[config.mk]
export PLATFORM = sky130hd
export DESIGN_NAME = sbm_menu
export DESIGN_NICKNAME = d
export VERILOG_FILES = /design/src/core/sbm_pkg.sv /design/src/core/sbm_menu.sv
export SDC_FILE = /design/constraint.sdc
export NUM_CORES = 1
export LEC_CHECK = 0
export ABC_CLOCK_PERIOD_IN_PS = 4400
export BUFFER_PORTS_ARGS = -buffer_cell sky130_fd_sc_hd__buf_2
export CAP_MARGIN = 30
export CORE_MARGIN = 2
export CORE_UTILIZATION = 53
export CTS_CLUSTER_SIZE = 8
export DETAILED_ROUTE_END_ITERATION = 6
export GPL_ROUTABILITY_DRIVEN = 0
export HOLD_SLACK_MARGIN = 0.12
export PLACE_DENSITY = 0.71
export SYNTH_ARGS = -nofsm -noshare
export SYNTH_HDL_FRONTEND = slang
export SYNTH_SLANG_ARGS = --single-unit
[constraint.sdc]
create_clock -name i_clk_sys -period 4.4 [get_ports i_clk_sys]
set_input_delay 0.88 -clock i_clk_sys [delete_from_list [all_inputs] [get_ports i_clk_sys]]
set_output_delay 0.88 -clock i_clk_sys [all_outputs]
set_load 0.01 [all_outputs]
[src/core/sbm_pkg.sv]
// Package for the single-button setup menu: timing counts, page codes, settings carrier.
// Assumes a 100 MHz system clock; all times are derived here from their printed figures.
package sbm_pkg;
  localparam int CLK_HZ = 100_000_000;
  localparam int MS_HOLD_PAGE = 5000;
  localparam int MS_RED_PHASE = 200;
  localparam int MS_GRN_PHASE = 500;
  localparam int MS_IDLE = 10000;
  localparam int MS_FAULT = 60000;
  localparam int CYC_PER_MS = CLK_HZ / 1000;
  localparam int CYC_RED_PHASE = MS_RED_PHASE * CYC_PER_MS;
  localparam int CYC_GRN_PHASE = MS_GRN_PHASE * CYC_PER_MS;
  localparam int CYC_PER_S = 1000 * CYC_PER_MS;
  localparam int S_HOLD_PAGE = MS_HOLD_PAGE / 1000;
  localparam int S_IDLE = MS_IDLE / 1000;
  localparam int S_FAULT = MS_FAULT / 1000;
  localparam int PAGE_MAX_S = 45;
  localparam int RED_BLINKS = 2;
  localparam logic [3:0] PP_DEFAULT = 4'h8;
  localparam logic [3:0] PP_CONT = 4'h7;
  localparam logic [1:0] IM_DEFAULT = 2'h2;
  localparam logic [1:0] SD_DEFAULT = 2'h1;
  localparam logic LP_DEFAULT = 1'b0;

  typedef enum logic [2:0] {
    SBM_PG_NONE = 3'h0,
    SBM_PG_SHUT = 3'h1,
    SBM_PG_PURGE = 3'h2,
    SBM_PG_INTER = 3'h3,
    SBM_PG_DELAY = 3'h4,
    SBM_PG_LONG = 3'h5,
    SBM_PG_LOG = 3'h6,
    SBM_PG_CLEAR = 3'h7
  } sbm_page_t;

  // Stored menu settings as seen by the burner sequencer
  typedef struct packed {
    logic [3:0] purge_code;   // 1..6 minutes, 7 continuous, 8 off
    logic [1:0] inter_code;   // 1 hourly, 2 daily
    logic [1:0] delay_code;   // 1 8 s, 2 20 s, 3 35 s
    logic long_purge;
  } sbm_cfg_t;

  // One-cycle command pulses toward the sequencer and counters
  typedef struct packed {
    logic shut_test;
    logic clr_log;
    logic clr_lock_cnt;
    logic clr_hours;
    logic clr_heat_cnt;
  } sbm_cmd_t;

  function automatic int page_max(input sbm_page_t p);
    case (p)
      SBM_PG_PURGE: page_max = 8;
      SBM_PG_INTER: page_max = 2;
      SBM_PG_DELAY: page_max = 3;
      SBM_PG_LONG: page_max = 2;
      SBM_PG_LOG: page_max = 10;
      SBM_PG_CLEAR: page_max = 5;
      default: page_max = 0;
    endcase
  endfunction
endpackage

[src/core/sbm_menu.sv]
// Single-button setup menu of a burner control box: hold time picks a page, presses pick a value.
// Assumes a debounced-free raw button and heat request from pins; both pass two flip-flops here.
//
// Contract
// - Hold 5..10 s selects shutdown test; two red blinks 0.2 s on/off.
// - Release on shutdown page triggers shutdown, restart and recycle count reload.
// - Shutdown page exits without any confirmation blinking.
// - Hold 10..15 s opens post-purge page, one green blink, then green off.
// - Post-purge presses 1-6 minutes, 7 continuous, 8 disabled; default disabled.
// - While counting presses green follows the button.
// - 10 s after last press, green blinks press count, 0.5 s on/off.
// - Heat request loss during post-purge entry discards; during blinking still stores.
// - Hold 20..25 s: intermittent page, three blinks; 1 hourly, 2 daily default.
// - New intermittent setting takes effect only after heat request, test, flame loss, power.
// - Hold 25..30 s: second-stage delay page, four blinks; 8, 20, 35 s.
// - Hold 30..35 s: long pre-purge page, five blinks; 1 enables, 2 disables.
// - Hold 35..40 s: log page, six blinks, show lockout 10 s, a press ends the show.
// - Log page presses 1..10 select newest through oldest stored lockout.
// - After display, press within 10 s returns to entry; 10 s silence closes menu. Here 10 s silence also returns to entry; a further 10 s there closes.
// - Hold 40..45 s: reset page, seven blinks; 1-5 presses clear items or defaults.
// - Menu works both in standby and while burner operates.
// - No press within 10 s on a settings page exits and blinks the stored setting; log and reset pages just exit.
// - Too many presses store the page maximum.
// - Press held over 60 s reports a reset-button fault.
`timescale 1ns/1ps
module sbm_menu #(
  parameter int CYC_SEC = sbm_pkg::CYC_PER_S,
  parameter int CYC_RED = sbm_pkg::CYC_RED_PHASE,
  parameter int CYC_GRN = sbm_pkg::CYC_GRN_PHASE
) (
  input wire logic i_clk_sys,
  input wire logic i_reset,
  input wire logic i_button,
  input wire logic i_heat_request_thermostat,
  input wire logic i_flame_loss,
  input wire logic [3:0] i_log_type,
  output logic [3:0] o_log_index,
  output logic o_log_show,
  output logic [3:0] o_log_shown_type,
  output logic o_led_red,
  output logic o_led_green,
  output logic o_button_fault,
  output sbm_pkg::sbm_cfg_t o_cfg,
  output logic [1:0] o_inter_active,
  output sbm_pkg::sbm_cmd_t o_cmd
);
  typedef enum logic [6:0] {
    SBM_IDLE = 7'b000_0001,
    SBM_HOLD = 7'b000_0010,
    SBM_PAGE_BLINK = 7'b000_0100,
    SBM_ENTRY = 7'b000_1000,
    SBM_CONFIRM = 7'b001_0000,
    SBM_SHOW = 7'b010_0000,
    SBM_FAULT = 7'b100_0000
  } sbm_state_t;

  ////////////////////////////////////////////////////////////////////////////
  // Pin synchronisers
  logic btn_meta, btn, btn_prev, ht_meta, ht, ht_prev;
  always_ff @(posedge i_clk_sys)
  begin
    if (i_reset)
    begin
      btn_meta <= 1'b0;
      btn <= 1'b0;
      btn_prev <= 1'b0;
      ht_meta <= 1'b0;
      ht <= 1'b0;
      ht_prev <= 1'b0;
    end
    else
    begin
      btn_meta <= i_button;
      btn <= btn_meta;
      btn_prev <= btn;
      ht_meta <= i_heat_request_thermostat;
      ht <= ht_meta;
      ht_prev <= ht;
    end
  end
  wire btn_rise = btn & ~btn_prev;
  wire btn_fall = ~btn & btn_prev;

  ////////////////////////////////////////////////////////////////////////////
  // Menu state
  sbm_state_t state, next_state;
  sbm_pkg::sbm_page_t page, next_page;
  logic [31:0] tick, next_tick;       // cycles within the current second or blink phase
  logic [5:0] secs, next_secs;        // whole seconds in hold or idle wait
  logic [3:0] presses, next_presses;
  logic [4:0] blinks, next_blinks;    // blink phases left (2 per blink); 8 blinks need 5 bits
  logic red_mode, next_red_mode;
  sbm_pkg::sbm_cfg_t cfg, next_cfg;
  logic [1:0] inter_act, next_inter_act;
  sbm_pkg::sbm_cmd_t next_cmd;
  logic [3:0] log_idx, next_log_idx;
  logic log_shown, next_log_shown;

  function automatic logic [3:0] clamp_presses(input logic [3:0] n, input sbm_pkg::sbm_page_t p);
    logic [3:0] m;
    m = 4'(sbm_pkg::page_max(p));
    clamp_presses = (n > m) ? m : n;
  endfunction

  wire sec_done = (tick == 32'(CYC_SEC - 1));
  wire [31:0] phase_len = red_mode ? 32'(CYC_RED) : 32'(CYC_GRN);
  wire [3:0] cnt = clamp_presses(presses, page);

  always_comb
  begin
    next_state = state;
    next_page = page;
    next_tick = tick + 32'h0000_0001;
    next_secs = secs;
    next_presses = presses;
    next_blinks = blinks;
    next_red_mode = red_mode;
    next_cfg = cfg;
    next_inter_act = inter_act;
    next_cmd = '0;
    next_log_idx = log_idx;
    next_log_shown = log_shown;
    if (sec_done && (state != SBM_PAGE_BLINK) && (state != SBM_CONFIRM))
    begin
      next_tick = '0;
      next_secs = secs + 6'h01;
    end
    // Intermittent setting is latched into effect on these events and on the shutdown test
    if ((ht & ~ht_prev) | i_flame_loss)
      next_inter_act = cfg.inter_code;
    case (state)
      SBM_IDLE:
      begin
        next_tick = '0;
        next_secs = '0;
        // Entry is independent of burner state
        if (btn_rise)
          next_state = SBM_HOLD;
      end
      SBM_HOLD:
      begin
        if (secs >= 6'(sbm_pkg::S_FAULT) && sec_done)
          next_state = SBM_FAULT;
        else if (btn_fall)
        begin
          next_tick = '0;
          next_secs = '0;
          next_presses = '0;
          // Holds of 15..19 s belong to no page and are ignored
          if (secs < 6'(sbm_pkg::S_HOLD_PAGE) || secs >= 6'(sbm_pkg::PAGE_MAX_S) || (secs >= 6'h0F && secs < 6'h14))
            next_state = SBM_IDLE;
          else
          begin
            next_page = (secs < 6'h0F) ? sbm_pkg::sbm_page_t'(3'(secs / 6'(sbm_pkg::S_HOLD_PAGE)))
                        : sbm_pkg::sbm_page_t'(3'(secs / 6'(sbm_pkg::S_HOLD_PAGE) - 6'h01));
            next_state = SBM_PAGE_BLINK;
            if (secs < 6'd10)
            begin
              next_red_mode = 1'b1;
              next_blinks = 5'(2 * sbm_pkg::RED_BLINKS);
            end
            else
            begin
              // Pages open with 1,3,4,5,6,7 green blinks; purge page has one
              next_red_mode = 1'b0;
              next_blinks = (secs < 6'h0F) ? 5'h02 : 5'(2 * (secs / 6'(sbm_pkg::S_HOLD_PAGE) - 1));
            end
          end
        end
      end
      SBM_PAGE_BLINK:
      begin
        if (tick == phase_len - 32'h0000_0001)
        begin
          next_tick = '0;
          next_blinks = blinks - 5'h01;
          if (blinks == 5'h01)
          begin
            next_secs = '0;
            if (page == sbm_pkg::SBM_PG_SHUT)
            begin
              next_cmd.shut_test = 1'b1;
              next_inter_act = cfg.inter_code;
              next_state = SBM_IDLE;
            end
            else if (page == sbm_pkg::SBM_PG_LOG)
            begin
              next_log_idx = 4'h1;
              next_log_shown = 1'b1;
              next_state = SBM_SHOW;
            end
            else
              next_state = SBM_ENTRY;
          end
        end
      end
      SBM_ENTRY:
      begin
        if (btn_rise)
        begin
          next_secs = '0;
          next_tick = '0;
          if (presses != 4'hF)
            next_presses = presses + 4'h1;
        end
        if (page == sbm_pkg::SBM_PG_PURGE && ~ht && ht_prev)
          next_state = SBM_IDLE;
        else if (!btn && secs >= 6'(sbm_pkg::S_IDLE))
        begin
          next_tick = '0;
          next_red_mode = 1'b0;
          if (page == sbm_pkg::SBM_PG_LOG)
          begin
            if (presses == 4'h0)
              next_state = SBM_IDLE;
            else
            begin
              next_log_idx = cnt;
              next_log_shown = 1'b1;
              next_secs = '0;
              next_state = SBM_SHOW;
            end
          end
          else
          begin
            next_state = SBM_CONFIRM;
            if (presses == 4'h0)
            begin
              // No press: show the stored value instead; reset page exits
              case (page)
                sbm_pkg::SBM_PG_PURGE: next_blinks = 5'({cfg.purge_code, 1'b0});
                sbm_pkg::SBM_PG_INTER: next_blinks = 5'({cfg.inter_code, 1'b0});
                sbm_pkg::SBM_PG_DELAY: next_blinks = 5'({cfg.delay_code, 1'b0});
                sbm_pkg::SBM_PG_LONG: next_blinks = cfg.long_purge ? 5'h02 : 5'h04;
                default: next_state = SBM_IDLE;
              endcase
            end
            else
            begin
              next_blinks = 5'({cnt, 1'b0});
              case (page)
                sbm_pkg::SBM_PG_PURGE: next_cfg.purge_code = cnt;
                sbm_pkg::SBM_PG_INTER: next_cfg.inter_code = 2'(cnt);
                sbm_pkg::SBM_PG_DELAY: next_cfg.delay_code = 2'(cnt);
                sbm_pkg::SBM_PG_LONG: next_cfg.long_purge = (cnt == 4'h1);
                sbm_pkg::SBM_PG_CLEAR:
                begin
                  next_cmd.clr_log = (cnt == 4'h1);
                  next_cmd.clr_lock_cnt = (cnt == 4'h2);
                  next_cmd.clr_hours = (cnt == 4'h3);
                  next_cmd.clr_heat_cnt = (cnt == 4'h4);
                  if (cnt == 4'h5)
                  begin
                    next_cfg.purge_code = sbm_pkg::PP_DEFAULT;
                    next_cfg.inter_code = sbm_pkg::IM_DEFAULT;
                    next_cfg.delay_code = sbm_pkg::SD_DEFAULT;
                    next_cfg.long_purge = sbm_pkg::LP_DEFAULT;
                  end
                end
                default: ;
              endcase
            end
          end
        end
      end
      SBM_CONFIRM:
      begin
        // Value already stored, so heat request loss here keeps it
        if (tick == phase_len - 32'h0000_0001)
        begin
          next_tick = '0;
          next_blinks = blinks - 5'h01;
          if (blinks <= 5'h01)
            next_state = SBM_IDLE;
        end
      end
      SBM_SHOW:
      begin
        if (btn_rise)
        begin
          next_secs = '0;
          next_tick = '0;
          next_presses = '0;
          next_log_shown = 1'b0;
          next_state = SBM_ENTRY;
        end
        else if (secs >= 6'(sbm_pkg::S_IDLE))
        begin
          // Show ends; entry level waits 10 s more before closing
          next_secs = '0;
          next_presses = '0;
          next_log_shown = 1'b0;
          next_state = SBM_ENTRY;
        end
      end
      SBM_FAULT:
      begin
        if (!btn)
          next_state = SBM_IDLE;
      end
      default: next_state = SBM_IDLE;
    endcase
  end

  always_ff @(posedge i_clk_sys)
  begin
    if (i_reset)
    begin
      state <= SBM_IDLE;
      page <= sbm_pkg::SBM_PG_NONE;
      tick <= '0;
      secs <= '0;
      presses <= '0;
      blinks <= '0;
      red_mode <= 1'b0;
      cfg <= '{sbm_pkg::PP_DEFAULT, sbm_pkg::IM_DEFAULT, sbm_pkg::SD_DEFAULT, sbm_pkg::LP_DEFAULT};
      inter_act <= sbm_pkg::IM_DEFAULT;
      o_cmd <= '0;
      log_idx <= 4'h1;
      log_shown <= 1'b0;
    end
    else
    begin
      state <= next_state;
      page <= next_page;
      tick <= next_tick;
      secs <= next_secs;
      presses <= next_presses;
      blinks <= next_blinks;
      red_mode <= next_red_mode;
      cfg <= next_cfg;
      inter_act <= next_inter_act;
      o_cmd <= next_cmd;
      log_idx <= next_log_idx;
      log_shown <= next_log_shown;
    end
  end

  ////////////////////////////////////////////////////////////////////////////
  // Indicator and outputs
  wire blink_on = blinks[0] == 1'b0 && blinks != 5'h00;
  logic led_r, led_g, shown_lat;
  logic [3:0] shown_type;
  always_ff @(posedge i_clk_sys)
  begin
    if (i_reset)
    begin
      led_r <= 1'b0;
      led_g <= 1'b0;
      shown_type <= '0;
      shown_lat <= 1'b0;
    end
    else
    begin
      led_r <= (state == SBM_PAGE_BLINK) && red_mode && blink_on;
      led_g <= (((state == SBM_PAGE_BLINK) && !red_mode) || state == SBM_CONFIRM) ? blink_on
               : (state == SBM_ENTRY) && btn;
      shown_type <= i_log_type;
      shown_lat <= log_shown;
    end
  end
  assign o_led_red = led_r;
  assign o_led_green = led_g;
  assign o_button_fault = (state == SBM_FAULT);
  assign o_cfg = cfg;
  assign o_inter_active = inter_act;
  assign o_log_index = log_idx;
  assign o_log_show = shown_lat;
  assign o_log_shown_type = shown_type;

  ////////////////////////////////////////////////////////////////////////////
  shut_no_confirm_a: assert property (@(posedge i_clk_sys) disable iff (i_reset)
    (state == SBM_PAGE_BLINK && page == sbm_pkg::SBM_PG_SHUT) |=> state != SBM_CONFIRM)
    else $error("shutdown page led to confirmation");
  shut_pulse_a: assert property (@(posedge i_clk_sys) disable iff (i_reset)
    o_cmd.shut_test |-> $past(page) == sbm_pkg::SBM_PG_SHUT && state == SBM_IDLE)
    else $error("shutdown command from wrong page");
  red_only_shut_a: assert property (@(posedge i_clk_sys) disable iff (i_reset)
    o_led_red |-> page == sbm_pkg::SBM_PG_SHUT)
    else $error("red led outside shutdown page");
  entry_led_a: assert property (@(posedge i_clk_sys) disable iff (i_reset)
    (state == SBM_ENTRY && $past(state) == SBM_ENTRY) |-> o_led_green == $past(btn))
    else $error("green does not follow button");
  clamp_max_a: assert property (@(posedge i_clk_sys) disable iff (i_reset)
    o_cfg.purge_code <= 4'h8 && o_cfg.delay_code <= 2'h3 && o_cfg.inter_code <= 2'h2)
    else $error("setting above page maximum");
  purge_drop_a: assert property (@(posedge i_clk_sys) disable iff (i_reset)
    (state == SBM_ENTRY && page == sbm_pkg::SBM_PG_PURGE && ~ht && ht_prev) |=> state == SBM_IDLE && $stable(o_cfg))
    else $error("post-purge entry not discarded");
  inter_hold_a: assert property (@(posedge i_clk_sys) disable iff (i_reset)
    (!(ht & ~ht_prev) && !i_flame_loss && !(state == SBM_PAGE_BLINK && blinks == 5'h01)) |=> $stable(o_inter_active))
    else $error("intermittent setting applied early");
  fault_a: assert property (@(posedge i_clk_sys) disable iff (i_reset)
    o_button_fault |-> btn || $past(btn))
    else $error("button fault without long press");
endmodule // sbm_menu

# After elaboration in Yosys (flattened, before gate mapping)
# Index checks and enable logic that the tools add are counted.
[word_totals]
in_bits = 9
n_memories = 0
wordCells = 265
mem_bits_rw = 0
rom_bits = 0
regBits = 92
out_inout_bits = 28
latch_bits = 0
[op_classes]
n_mux = 104
n_lt_le_gt_ge = 10
bitwise = 20
n_div = 2
multipliers = 0
n_shift = 0
n_addsub = 7
eq_ne = 49
reduce_logical = 44
[op_table]
columns = ["op", "count"]
rows = [
  ["$mux 32", 7],
  ["$pmux 32 s5", 1],
  ["$mux 7", 14],
  ["$mux 6", 14],
  ["$mux 4", 15],
  ["$mux 5", 12],
  ["$pmux 7 s7", 1],
  ["$ne 2x2->1 const B", 19],
  ["$add 32x1->32 const B", 1],
  ["$div 6x3->32 const B", 1],
  ["$eq 32x27->1 const B", 1],
  ["$eq 32x32->1", 1],
  ["$pmux 6 s5", 1],
  ["$reduce_and 7->1", 4],
  ["$reduce_and 9->1", 3],
  ["$sub 26x1->27 const B", 1],
  ["$mux 26", 1],
  ["$pmux 4 s5", 1],
  ["$pmux 5 s4", 1],
  ["$mux 1", 18],
  ["$not 1->1", 16],
  ["$pmux 4 s2", 2],
  ["$pmux 5 s3", 1],
  ["$eq 3x3->1 const B", 4],
  ["54 further kinds", 96],
]

# Longest topological paths before layout
# Gate-level depths: netlist of the first run.
[logic_depth]
depth_word = 10
depth_mapped = 21
depth_no_buf = 18

# Worst setup path after synthesis of the first run
# No wires, ideal clock.
[synth_timing]
path_type = "reg-to-reg"
from = "register secs[3]"
to = "register page[2]"
slack_ps = 664
path_buffers = 3
period_less_slack_ps = 3736
required_ps = 4272
path_stages_with_launch = 22
t_arrival_ps = 3608
path_cell_list = "dfxtp_1 clkbuf_1 nor2_1 inv_1 ha_1 clkbuf_1 o21a_1 a21oi_1 xnor2_1 ha_1 buf_1 and3b_1 a21oi_1 o211ai_1 o21ai_0 o221a_2 ha_1 nand2_1 xnor2_1 nor2_1 a21oi_1 nor2_1"
[synth_via]
elab_chain_len = 5
[synth_lines]
columns = ["item", "line_no", "source"]
rows = [
  ["start: declaration", "sbm_menu.sv:89", "logic [5:0] secs, next_secs;"],
  ["start signal: assignment", "sbm_menu.sv:327", "secs <= next_secs;"],
  ["parallel branches: the longest is 5 deep, another holds $div 6x3->6", "n/a", ""],
  ["end signal: assignment", "sbm_menu.sv:310", "page <= sbm_pkg::SBM_PG_NONE;"],
  ["end signal: assignment", "sbm_menu.sv:325", "page <= next_page;"],
  ["end: declaration", "sbm_menu.sv:87", "sbm_pkg::sbm_page_t page, next_page;"],
]
# Several ways; the timed one is not identified.
# A chain may end at the register's enable or synchronous reset.

# Worst setup path in the final report of the first run
[layout_timing]
from = "register secs[4]"
to = "register page[2]"
# The elaborated chain is that of the path after synthesis.

==> results.tsv, run 1 <==
metric	value	unit
outcome	completed	
synth-seq-cells	92	
hp-start	ht_meta$_SDFF_PP0_	
fin_crit_sh	0.868	
post_cts_buffers	0	
synth_area_leaders	dfxtp_1, nor2_1, ha_1, xnor2_1, a21oi_1	
crit_type	reg2reg	
die_h	108	µm
setup_tns	0	ns
powerDensity	278	nW/µm²
grt_max_degree	43	
holdPathEnd	ht$_SDFF_PP0_	
clk_latency	0.37	ns
cp-start-kind	register	
r2r_slack	0.58	ns
io_pins	37	
async_flop_share	0	
cts-buffers-inserted	9	
stdcell_count	901	
syn-num-nets	773	
layout-drive-gt1-share	0.0967	
yosys_warnings	0	
hold_slack	0.450	ns
final_antenna_net_count	0	
dp_hpwl	10.6	mm
fillers	961	
die_width	108	µm
crit_path_end_kind	register	
wl	14.5	mm
synthFlopType	dfxtp_1	
cpPeakStageDelay	0.46	ns
crit_chain	nor2_1 -> inv_1 -> ha_1 -> o21a_1 -> a21oi_1 -> xnor2_1 -> ha_1 -> and3b_1 -> a21oi_1 -> o211ai_1 -> o21ai_0 -> o221a_2 -> ha_1 -> nand2_1 -> xnor2_1 -> nor2_1 -> a21oi_1 -> nor2_1	
yosysTopAreaCell	dfxtp_1	
drt_drc_violations_left	0	
synth.most_common_cell	nor2_1	
area_delta_synth_final	8.39	%
hold_path_depth	1	
antenna_found_initial	0	
synth_mux_area_frac	0.0195	
grt_util_all_layers	0.262	
leakage	2.20	nW
wl_per_cell	16.1	µm
synth-edff-count	0	
clkSinkCount	92	
drtIter0Drc	467	
dieArea	11600	µm²
reg2reg_from	secs[4]$_SDFF_PP0_	
grt_pass1_wl	24.4	mm
crit_required	4.65	ns
fin_crit	3.82	ns
n_antenna_cell	0	
rsz0062_at_grt	false	
fmax	262	MHz
synth_xor_xnor_area_share	0.0704	
nets	791	
post_cts_resized	0	
hold_viol	0	
slew_headroom	0.422	
slowest_stage	ha_1	
netlist_area	5720	µm²
wl_met1	6.77	mm
root_buffer	clkbuf_8	
initial_core_util	0.550	
ff2ff_path_depth	18	
rows	37	
hold_class	reg2reg	
synth.yosys.seq_area_share	0.322	
htree_levels	3	
synth_top_family_by_area	simple AND/OR/NAND/NOR gates	
place_inst	885	
synth.distinct_cells	70	
peakVddDrop	0.206	mV
worst_pin_slew	0.865	ns
port_buffers	36	
grt-ovfl-total	0	
crit_buf_inv	1	
grt_pass1_vias	5013	
fin_util	0.596	
cts_tree	yes	
wl_met2	6.64	mm
drv_cap	0	
finClkSkew	0.0113	ns
synthCells	742	
met3_length	939	µm
avgViaCountPerCell	6.02	
highest_layer	met4	
synthAdderAreaFrac	0.0498	
drtPass1Iterations	5	
synth_compound_area_frac	0.175	
finalPower	1.73	mW
clkTransAtPathRegs	0.09	ns
setup_viol	0	
rr_endpoint	page[2]$_SDFFE_PP0P_	
synth_simple_gate_area_frac	0.318	
vias	5425	
synth_common_cells	nor2_1, dfxtp_1, nand2_1, a21oi_1, o21ai_0	
arrival	4.07	ns
synth_top_area_frac	0.322	
cp_top_family	compound AO/OA/AOI/OAI gates	
cts_hold_buf	0	
cp_max_fo	15	
maxSlewViolCount	0	
avgSynthCellArea	7.71	µm²
coreArea	10400	µm²
clockBufferDepth	2	
[state kept, by name (all words and copies together) (netlist names)]
name,cells
blinks,5
btn,1
btn_meta,1
btn_prev,1
ht,1
ht_meta,1
ht_prev,1
log_shown,1
o_cfg,9
o_cmd,5
o_inter_active,2
o_led_green,1
o_led_red,1
o_log_index,4
o_log_show,1
o_log_shown_type,4
page,3
presses,4
red_mode,1
secs,6
state,7
tick,32
[cell type report]
type                       instances  area [µm²]  area share
sequential                        92        1840       0.297
clock buffer                      13         169      0.0272
timing repair buffer              44         240      0.0387
inverter                          30         113      0.0181
tap                              136         170      0.0274
clock inverter                     3        43.8     0.00706
multi-input combinational        583        3630       0.585
[power by group]
group / internal [mW] / switching (mW)
logic: 0.0821 / 0.161
registers: 0.854 / 0.0238
clock network: 0.310 / 0.297
total: 1.25 / 0.482
[worst register-to-register path, delay by kind of cell (launching register included)]
| family | cells | cell delay, ns |
|---|---|---|
| and+or+nand+nor | 5 | 0.62 |
| xor gates and xnor gates | 2 | 0.32 |
| AOI/OAI and AO/OA | 7 | 1.33 |
| adders and majority gates | 3 | 0.99 |
| DFF | 1 | 0.32 |
| buffers and inverters | 1 | 0.13 |
[per-stage QoR]
step | area, µm² | setup slack, ns
finish | 6200 | 0.582
global route | 6200 | 0.192
CTS | 6200 | 0.585
detailed placement | 5990 | 0.576
global placement | 5990 | 0.758
floorplan | 5720 | 0.664
[cell families after synthesis]
group,Yosys count
xor gates and xnor gates,46
AOI/OAI and AO/OA,155
buffers and inverters,67
muxes,11
DFF,92
adders and majority gates,23
and+or+nand+nor,348
[cell usage in the layout (no fill, tap or decap), types with 12 or more instances in the layout]
| cell | instances |
|---|---|
| ha_1 | 22 |
| dfxtp_1 | 92 |
| nand3_1 | 24 |
| a21oi_1 | 44 |
| nand4_1 | 15 |
| buf_2 | 36 |
| and2_1 | 12 |
| nand2b_1 | 12 |
| nor3_1 | 28 |
| xor2_1 | 18 |
| xnor2_1 | 28 |
| o21ai_0 | 36 |
| clkbuf_8 | 12 |
| nor2b_1 | 21 |
| inv_1 | 30 |
| nand2_1 | 56 |
| nor2_1 | 106 |
[how the worst max path moves through the flow]
stage                        from              endpoint  slack [ns]  cells past startpoint
2_1_floorplan  secs[3]$_SDFF_PP0_  page[2]$_SDFFE_PP0P_        0.66                     21
3_3_place_gp   secs[4]$_SDFF_PP0_  page[2]$_SDFFE_PP0P_        0.76                     18
3_5_place_dp   secs[4]$_SDFF_PP0_  page[2]$_SDFFE_PP0P_        0.58                     18
4_1_cts        secs[4]$_SDFF_PP0_  page[2]$_SDFFE_PP0P_        0.59                     18
5_1_grt        secs[4]$_SDFF_PP0_  page[2]$_SDFFE_PP0P_        0.19                     18
6_report       secs[4]$_SDFF_PP0_  page[2]$_SDFFE_PP0P_        0.58                     18
[metal layers]
metal	global-route usage	vias up
li1	-	2662
met5	0	-
met4	0.0815	0
met3	0.0387	13
met2	0.416	190
met1	0.368	2560
(Power assumes the default switching activity.)
==> run 2: changes to the inputs <==
==> constraint.sdc (replaced) <==
create_clock -name i_clk_sys -period 4.4 [get_ports i_clk_sys]
set_input_delay 1.32 -clock i_clk_sys [delete_from_list [all_inputs] [get_ports i_clk_sys]]
set_output_delay 1.32 -clock i_clk_sys [all_outputs]
set_load 0.01 [all_outputs]
==> run 2 against run 1 <==
Effect of this change:
- non-clock buffer count did not move
- cell count did not move
- sequential share of layout area barely moved
- final area barely moved
- flip-flop and latch count did not move
- routed wire length fell by 0.52%
==> results.tsv, run 2 (synthesis results as in run 1) <==
metric	value	unit
outcome	completed	
rr_endpoint	page[2]$_SDFFE_PP0P_	
coreArea	10400	µm²
final_cell_mix	nor2_1, dfxtp_1, nand2_1, a21oi_1	
fin_crit	3.94	ns
n_antenna_cell	0	
holdPathEnd	ht$_SDFF_PP0_	
finalPower	1.74	mW
cp_max_fo	15	
fmax	254	MHz
grt_util_met3	0.0466	
cp-start-kind	register	
final_antenna_net_count	0	
post_cts_buffers	0	
top_regs	tick (32), o_cfg (9), state (7)	
hp-start	ht_meta$_SDFF_PP0_	
reg2reg_from	secs[4]$_SDFF_PP0_	
vias	5459	
fin_crit_sh	0.895	
peakVddDrop	0.403	mV
avgViaCountPerCell	6.06	
grt_max_degree	34	
crit_required	4.65	ns
antenna_found_initial	0	
cts-buffers-inserted	9	
setup_tns	0	ns
area_delta_synth_final	8.48	%
powerDensity	281	nW/µm²
rsz0062_at_grt	false	
dp_hpwl	10.7	mm
crit_path_end_kind	register	
die_h	108	µm
maxSlewViolCount	0	
slew_headroom	0.398	
largest_reg_flops	32	
clkSinkCount	92	
initial_core_util	0.550	
post_cts_resized	0	
finClkSkew	0.0180	ns
worst_pin_slew	0.901	ns
drv_cap	0	
met2_usage	0.399	
crit_type	reg2reg	
rows	37	
root_buffer	clkbuf_8	
ff2ff_path_depth	18	
layout-drive-gt1-share	0.0980	
hold_class	reg2reg	
port_buffers	36	
clkTransAtPathRegs	0.10	ns
clk_latency	0.38	ns
busiest_layer	met2	
die_width	108	µm
cts_hold_buf	0	
io_pins	37	
nets	791	
leakage	2.20	nW
dieArea	11600	µm²
drtIter0Drc	472	
grt_pass1_vias	5048	
hold_path_depth	1	
wl_per_cell	16.0	µm
htree_levels	3	
use_met1	0.364	
setup_viol	0	
hold_viol	0	
drtPass1Iterations	5	
r2r_slack	0.46	ns
grt_pass1_wl	24.1	mm
drt_drc_violations_left	0	
grt_util_all_layers	0.257	
clockBufferDepth	2	
final_common_cell	nor2_1	
arrival	4.19	ns
grt-ovfl-total	0	
regMostFlops	tick	
cts_tree	yes	
wl	14.4	mm
==> run 2: cell count changes in the layout (fill, tap and decap cells not counted), sizes merged <==
cell / previous run / this run
clkinvlp: 0 / 1
inv: 30 / 32
clkbuf: 13 / 10
==> run 2: layer usage <==
metal | vias to the layer above | routed length (µm)
met4 | 0 | 210
met3 | 23 | 1170
met2 | 224 | 6560
li1 | 2678 | -
met5 | - | 0
met1 | 2534 | 6510
==> run 2: worst max path at each step <==
stage / start / end / slack (ns) / cells after the start
global placement: secs[4]$_SDFF_PP0_ / page[2]$_SDFFE_PP0P_ / 0.77 / 18
global route: secs[4]$_SDFF_PP0_ / page[2]$_SDFFE_PP0P_ / 0.03 / 18
detailed placement: secs[4]$_SDFF_PP0_ / page[2]$_SDFFE_PP0P_ / 0.51 / 18
finish: secs[4]$_SDFF_PP0_ / page[2]$_SDFFE_PP0P_ / 0.46 / 18
floorplan: secs[3]$_SDFF_PP0_ / page[2]$_SDFFE_PP0P_ / 0.66 / 21
CTS: secs[4]$_SDFF_PP0_ / page[2]$_SDFFE_PP0P_ / 0.47 / 18
==> run 2: cell type report <==
cell class              count  area, µm²
flip-flops and latches     92       1840
fillers                   985       4210
repair buffers             44        240
inverters                  30        113
clock inverters             6       80.1
well taps                 136        170
clock buffers              10        138
multi-input cells         583       3630
==> run 2: through the flow <==
| step | setup slack, ns | hold WS (ns) | cell area, µm² | instances | utilization |
|---|---|---|---|---|---|
| CTS | 0.475 | 0.456 | 6210 | 901 | 0.596 |
| global route | 0.0334 | 0.477 | 6210 | 901 | 0.596 |
| global placement | 0.770 | 0.421 | 5990 | 885 | 0.575 |
| finish | 0.460 | 0.449 | 6210 | 901 | 0.596 |
| detailed placement | 0.510 | 0.435 | 5990 | 885 | 0.575 |
| floorplan | 0.664 | 0.414 | 5720 | 742 | - |
==> run 2: power by group <==
| part | total (mW) | leakage (nW) | switching [mW] | internal (mW) |
|---|---|---|---|---|
| Sequential | 0.878 | 0.744 | 0.0238 | 0.854 |
| Clock | 0.619 | 0.106 | 0.331 | 0.288 |
| Combinational | 0.246 | 1.35 | 0.164 | 0.0820 |
| Total | 1.74 | 2.20 | 0.519 | 1.22 |
==> run 2: worst max-delay path, stage by stage, from the launching register on <==
cell and delay (ns):
dfxtp_1 0.32, nor2_1 0.24, inv_1 0.11, ha_1 0.46
o21a_1 0.26, a21oi_1 0.32, xnor2_1 0.23, ha_1 0.37
and3b_1 0.20, a21oi_1 0.04, o211ai_1 0.21, o211a_1 0.23
o221a_2 0.24, ha_1 0.14, nand2_1 0.06, xnor2_1 0.15
nor2_1 0.05, a21oi_1 0.13, nor2_1 0.05
==> run 3: changes to the inputs <==
--- a/config.mk
+++ b/config.mk
@@ -9,12 +9,11 @@
 export BUFFER_PORTS_ARGS = -buffer_cell sky130_fd_sc_hd__buf_2
 export CAP_MARGIN = 30
 export CORE_MARGIN = 2
-export CORE_UTILIZATION = 53
+export CORE_UTILIZATION = 40
 export CTS_CLUSTER_SIZE = 8
 export DETAILED_ROUTE_END_ITERATION = 6
 export GPL_ROUTABILITY_DRIVEN = 0
 export HOLD_SLACK_MARGIN = 0.12
-export PLACE_DENSITY = 0.71
 export SYNTH_ARGS = -nofsm -noshare
 export SYNTH_HDL_FRONTEND = slang
 export SYNTH_SLANG_ARGS = --single-unit
==> run 3 against run 2 <==
Effect of this change:
- sequential power hardly changed
- via count shrank 0.20%
- highest routed layer unchanged
- critical endpoint is now page[1]$_SDFFE_PP0P_
- clock skew is 0.0074 ns lower
==> results.tsv, run 3 (synthesis results as in run 1) <==
metric	value	unit
outcome	completed	
setup_tns	0	ns
setup_viol	0	
antenna_found_initial	0	
clk_latency	0.35	ns
maxSlewViolCount	0	
final_cell_mix	nor2_1, dfxtp_1, nand2_1, a21oi_1	
fin_crit_sh	0.886	
wl_met1	6.61	mm
peakVddDrop	0.244	mV
final_antenna_net_count	0	
coreArea	13900	µm²
worst_pin_slew	0.971	ns
grt_pass1_vias	5037	
hold_slack	0.439	ns
post_cts_buffers	0	
fin_util	0.454	
crit_required	4.68	ns
wl_per_cell	15.7	µm
n_antenna_cell	0	
fillers	1431	
avgViaCountPerCell	5.77	
root_buffer	clkbuf_16	
dp_hpwl	11.0	mm
cp_max_fo	15	
finClkSkew	0.0105	ns
die_h	124	µm
vias	5448	
crit_type	reg2reg	
final_common_cell	nor2_1	
rsz0062_at_grt	false	
port_buffers	36	
crit_path_end_kind	register	
fin_crit	3.90	ns
cts_tree	yes	
htree_levels	3	
arrival	4.18	ns
post_cts_resized	0	
layout-drive-gt1-share	0.0967	
clkSinkCount	92	
grt_max_degree	34	
met3_length	898	µm
drtIter0Drc	540	
clkTransAtPathRegs	0.07	ns
grt_pass1_wl	24.7	mm
initial_core_util	0.411	
die_width	124	µm
nets	791	
powerDensity	297	nW/µm²
cts_hold_buf	0	
grt_util_all_layers	0.203	
drtPass1Iterations	5	
area_delta_synth_final	10.6	%
wl_met2	7.17	mm
fmax	257	MHz
highest_layer	met4	
largest_reg_flops	32	
dieArea	15300	µm²
regMostFlops	tick	
hold_class	reg2reg	
wl	14.9	mm
slew_headroom	0.351	
drt_drc_violations_left	0	
leakage	2.23	nW
clockBufferDepth	2	
top_regs	tick (32), o_cfg (9), state (7)	
hold_viol	0	
grt-ovfl-total	0	
io_pins	37	
cts-buffers-inserted	9	
cp-start-kind	register	
drv_cap	0	
rows	43	
-- run 3: cell types whose count changed in the layout (fill, tap and decap cells not counted), sizes merged --
cell / change
clkinvlp: +1
inv: +2
clkinv: -2
bufinv: -1
-- run 3: routing by layer --
metal,GRT usage,up-vias
met3,0.0476,23
li1,-,2666
met2,0.331,175
met5,0,-
met4,0.0518,0
met1,0.270,2584
-- run 3: critical path, stage by stage (launching register included) --
cell,delay (ns)
dfxtp_1,0.31
nor2_1,0.26
inv_1,0.13
ha_1,0.45
o21a_1,0.26
a21oi_1,0.29
xnor2_1,0.23
ha_1,0.36
and3b_1,0.19
a21oi_1,0.04
o211ai_1,0.21
o21ai_0,0.14
o221a_2,0.29
ha_1,0.27
a211oi_1,0.20
a21oi_1,0.07
nor2_1,0.10
-- run 3: final cells by class --
cell class                 instances  area (µm²)  share of cell area
clock buffer                      10         229              0.0362
timing repair buffer              44         240              0.0379
inverter                          30         113              0.0178
sequential                        92        1840               0.291
clock inverter                     6        55.1             0.00870
multi-input combinational        583        3630               0.573
tap                              180         225              0.0356
-- run 3: metrics by stage --
stage | std cells | power, mW | instance area, µm² | setup WS [ns]
floorplan | 742 | 1.07 | 5720 | 0.664
global placement | 929 | 1.14 | 6050 | 0.747
detailed placement | 929 | 1.14 | 6050 | 0.533
CTS | 945 | 1.90 | 6330 | 0.515
global route | 945 | 1.97 | 6330 | 0.131
finish | 945 | 1.88 | 6330 | 0.503
-- run 3: power breakdown --
part | internal, mW | leakage (nW) | switching (mW)
clock | 0.396 | 0.134 | 0.359
combinational | 0.0817 | 1.35 | 0.164
sequential | 0.854 | 0.744 | 0.0226
total | 1.33 | 2.23 | 0.546
-- run 3: final timing paths --
| kind | start | endpoint | slack [ns] | depth (start not counted) |
|---|---|---|---|---|
| setup / recovery | secs[4]$_SDFF_PP0_ | page[1]$_SDFFE_PP0P_ | 0.50 | 16 |
| hold / removal | btn_meta$_SDFF_PP0_ | btn$_SDFF_PP0_ | 0.44 | 1 |
| setup reg to reg | secs[4]$_SDFF_PP0_ | page[1]$_SDFFE_PP0P_ | 0.50 | 16 |
| hold reg to reg | btn_meta$_SDFF_PP0_ | btn$_SDFF_PP0_ | 0.44 | 1 |
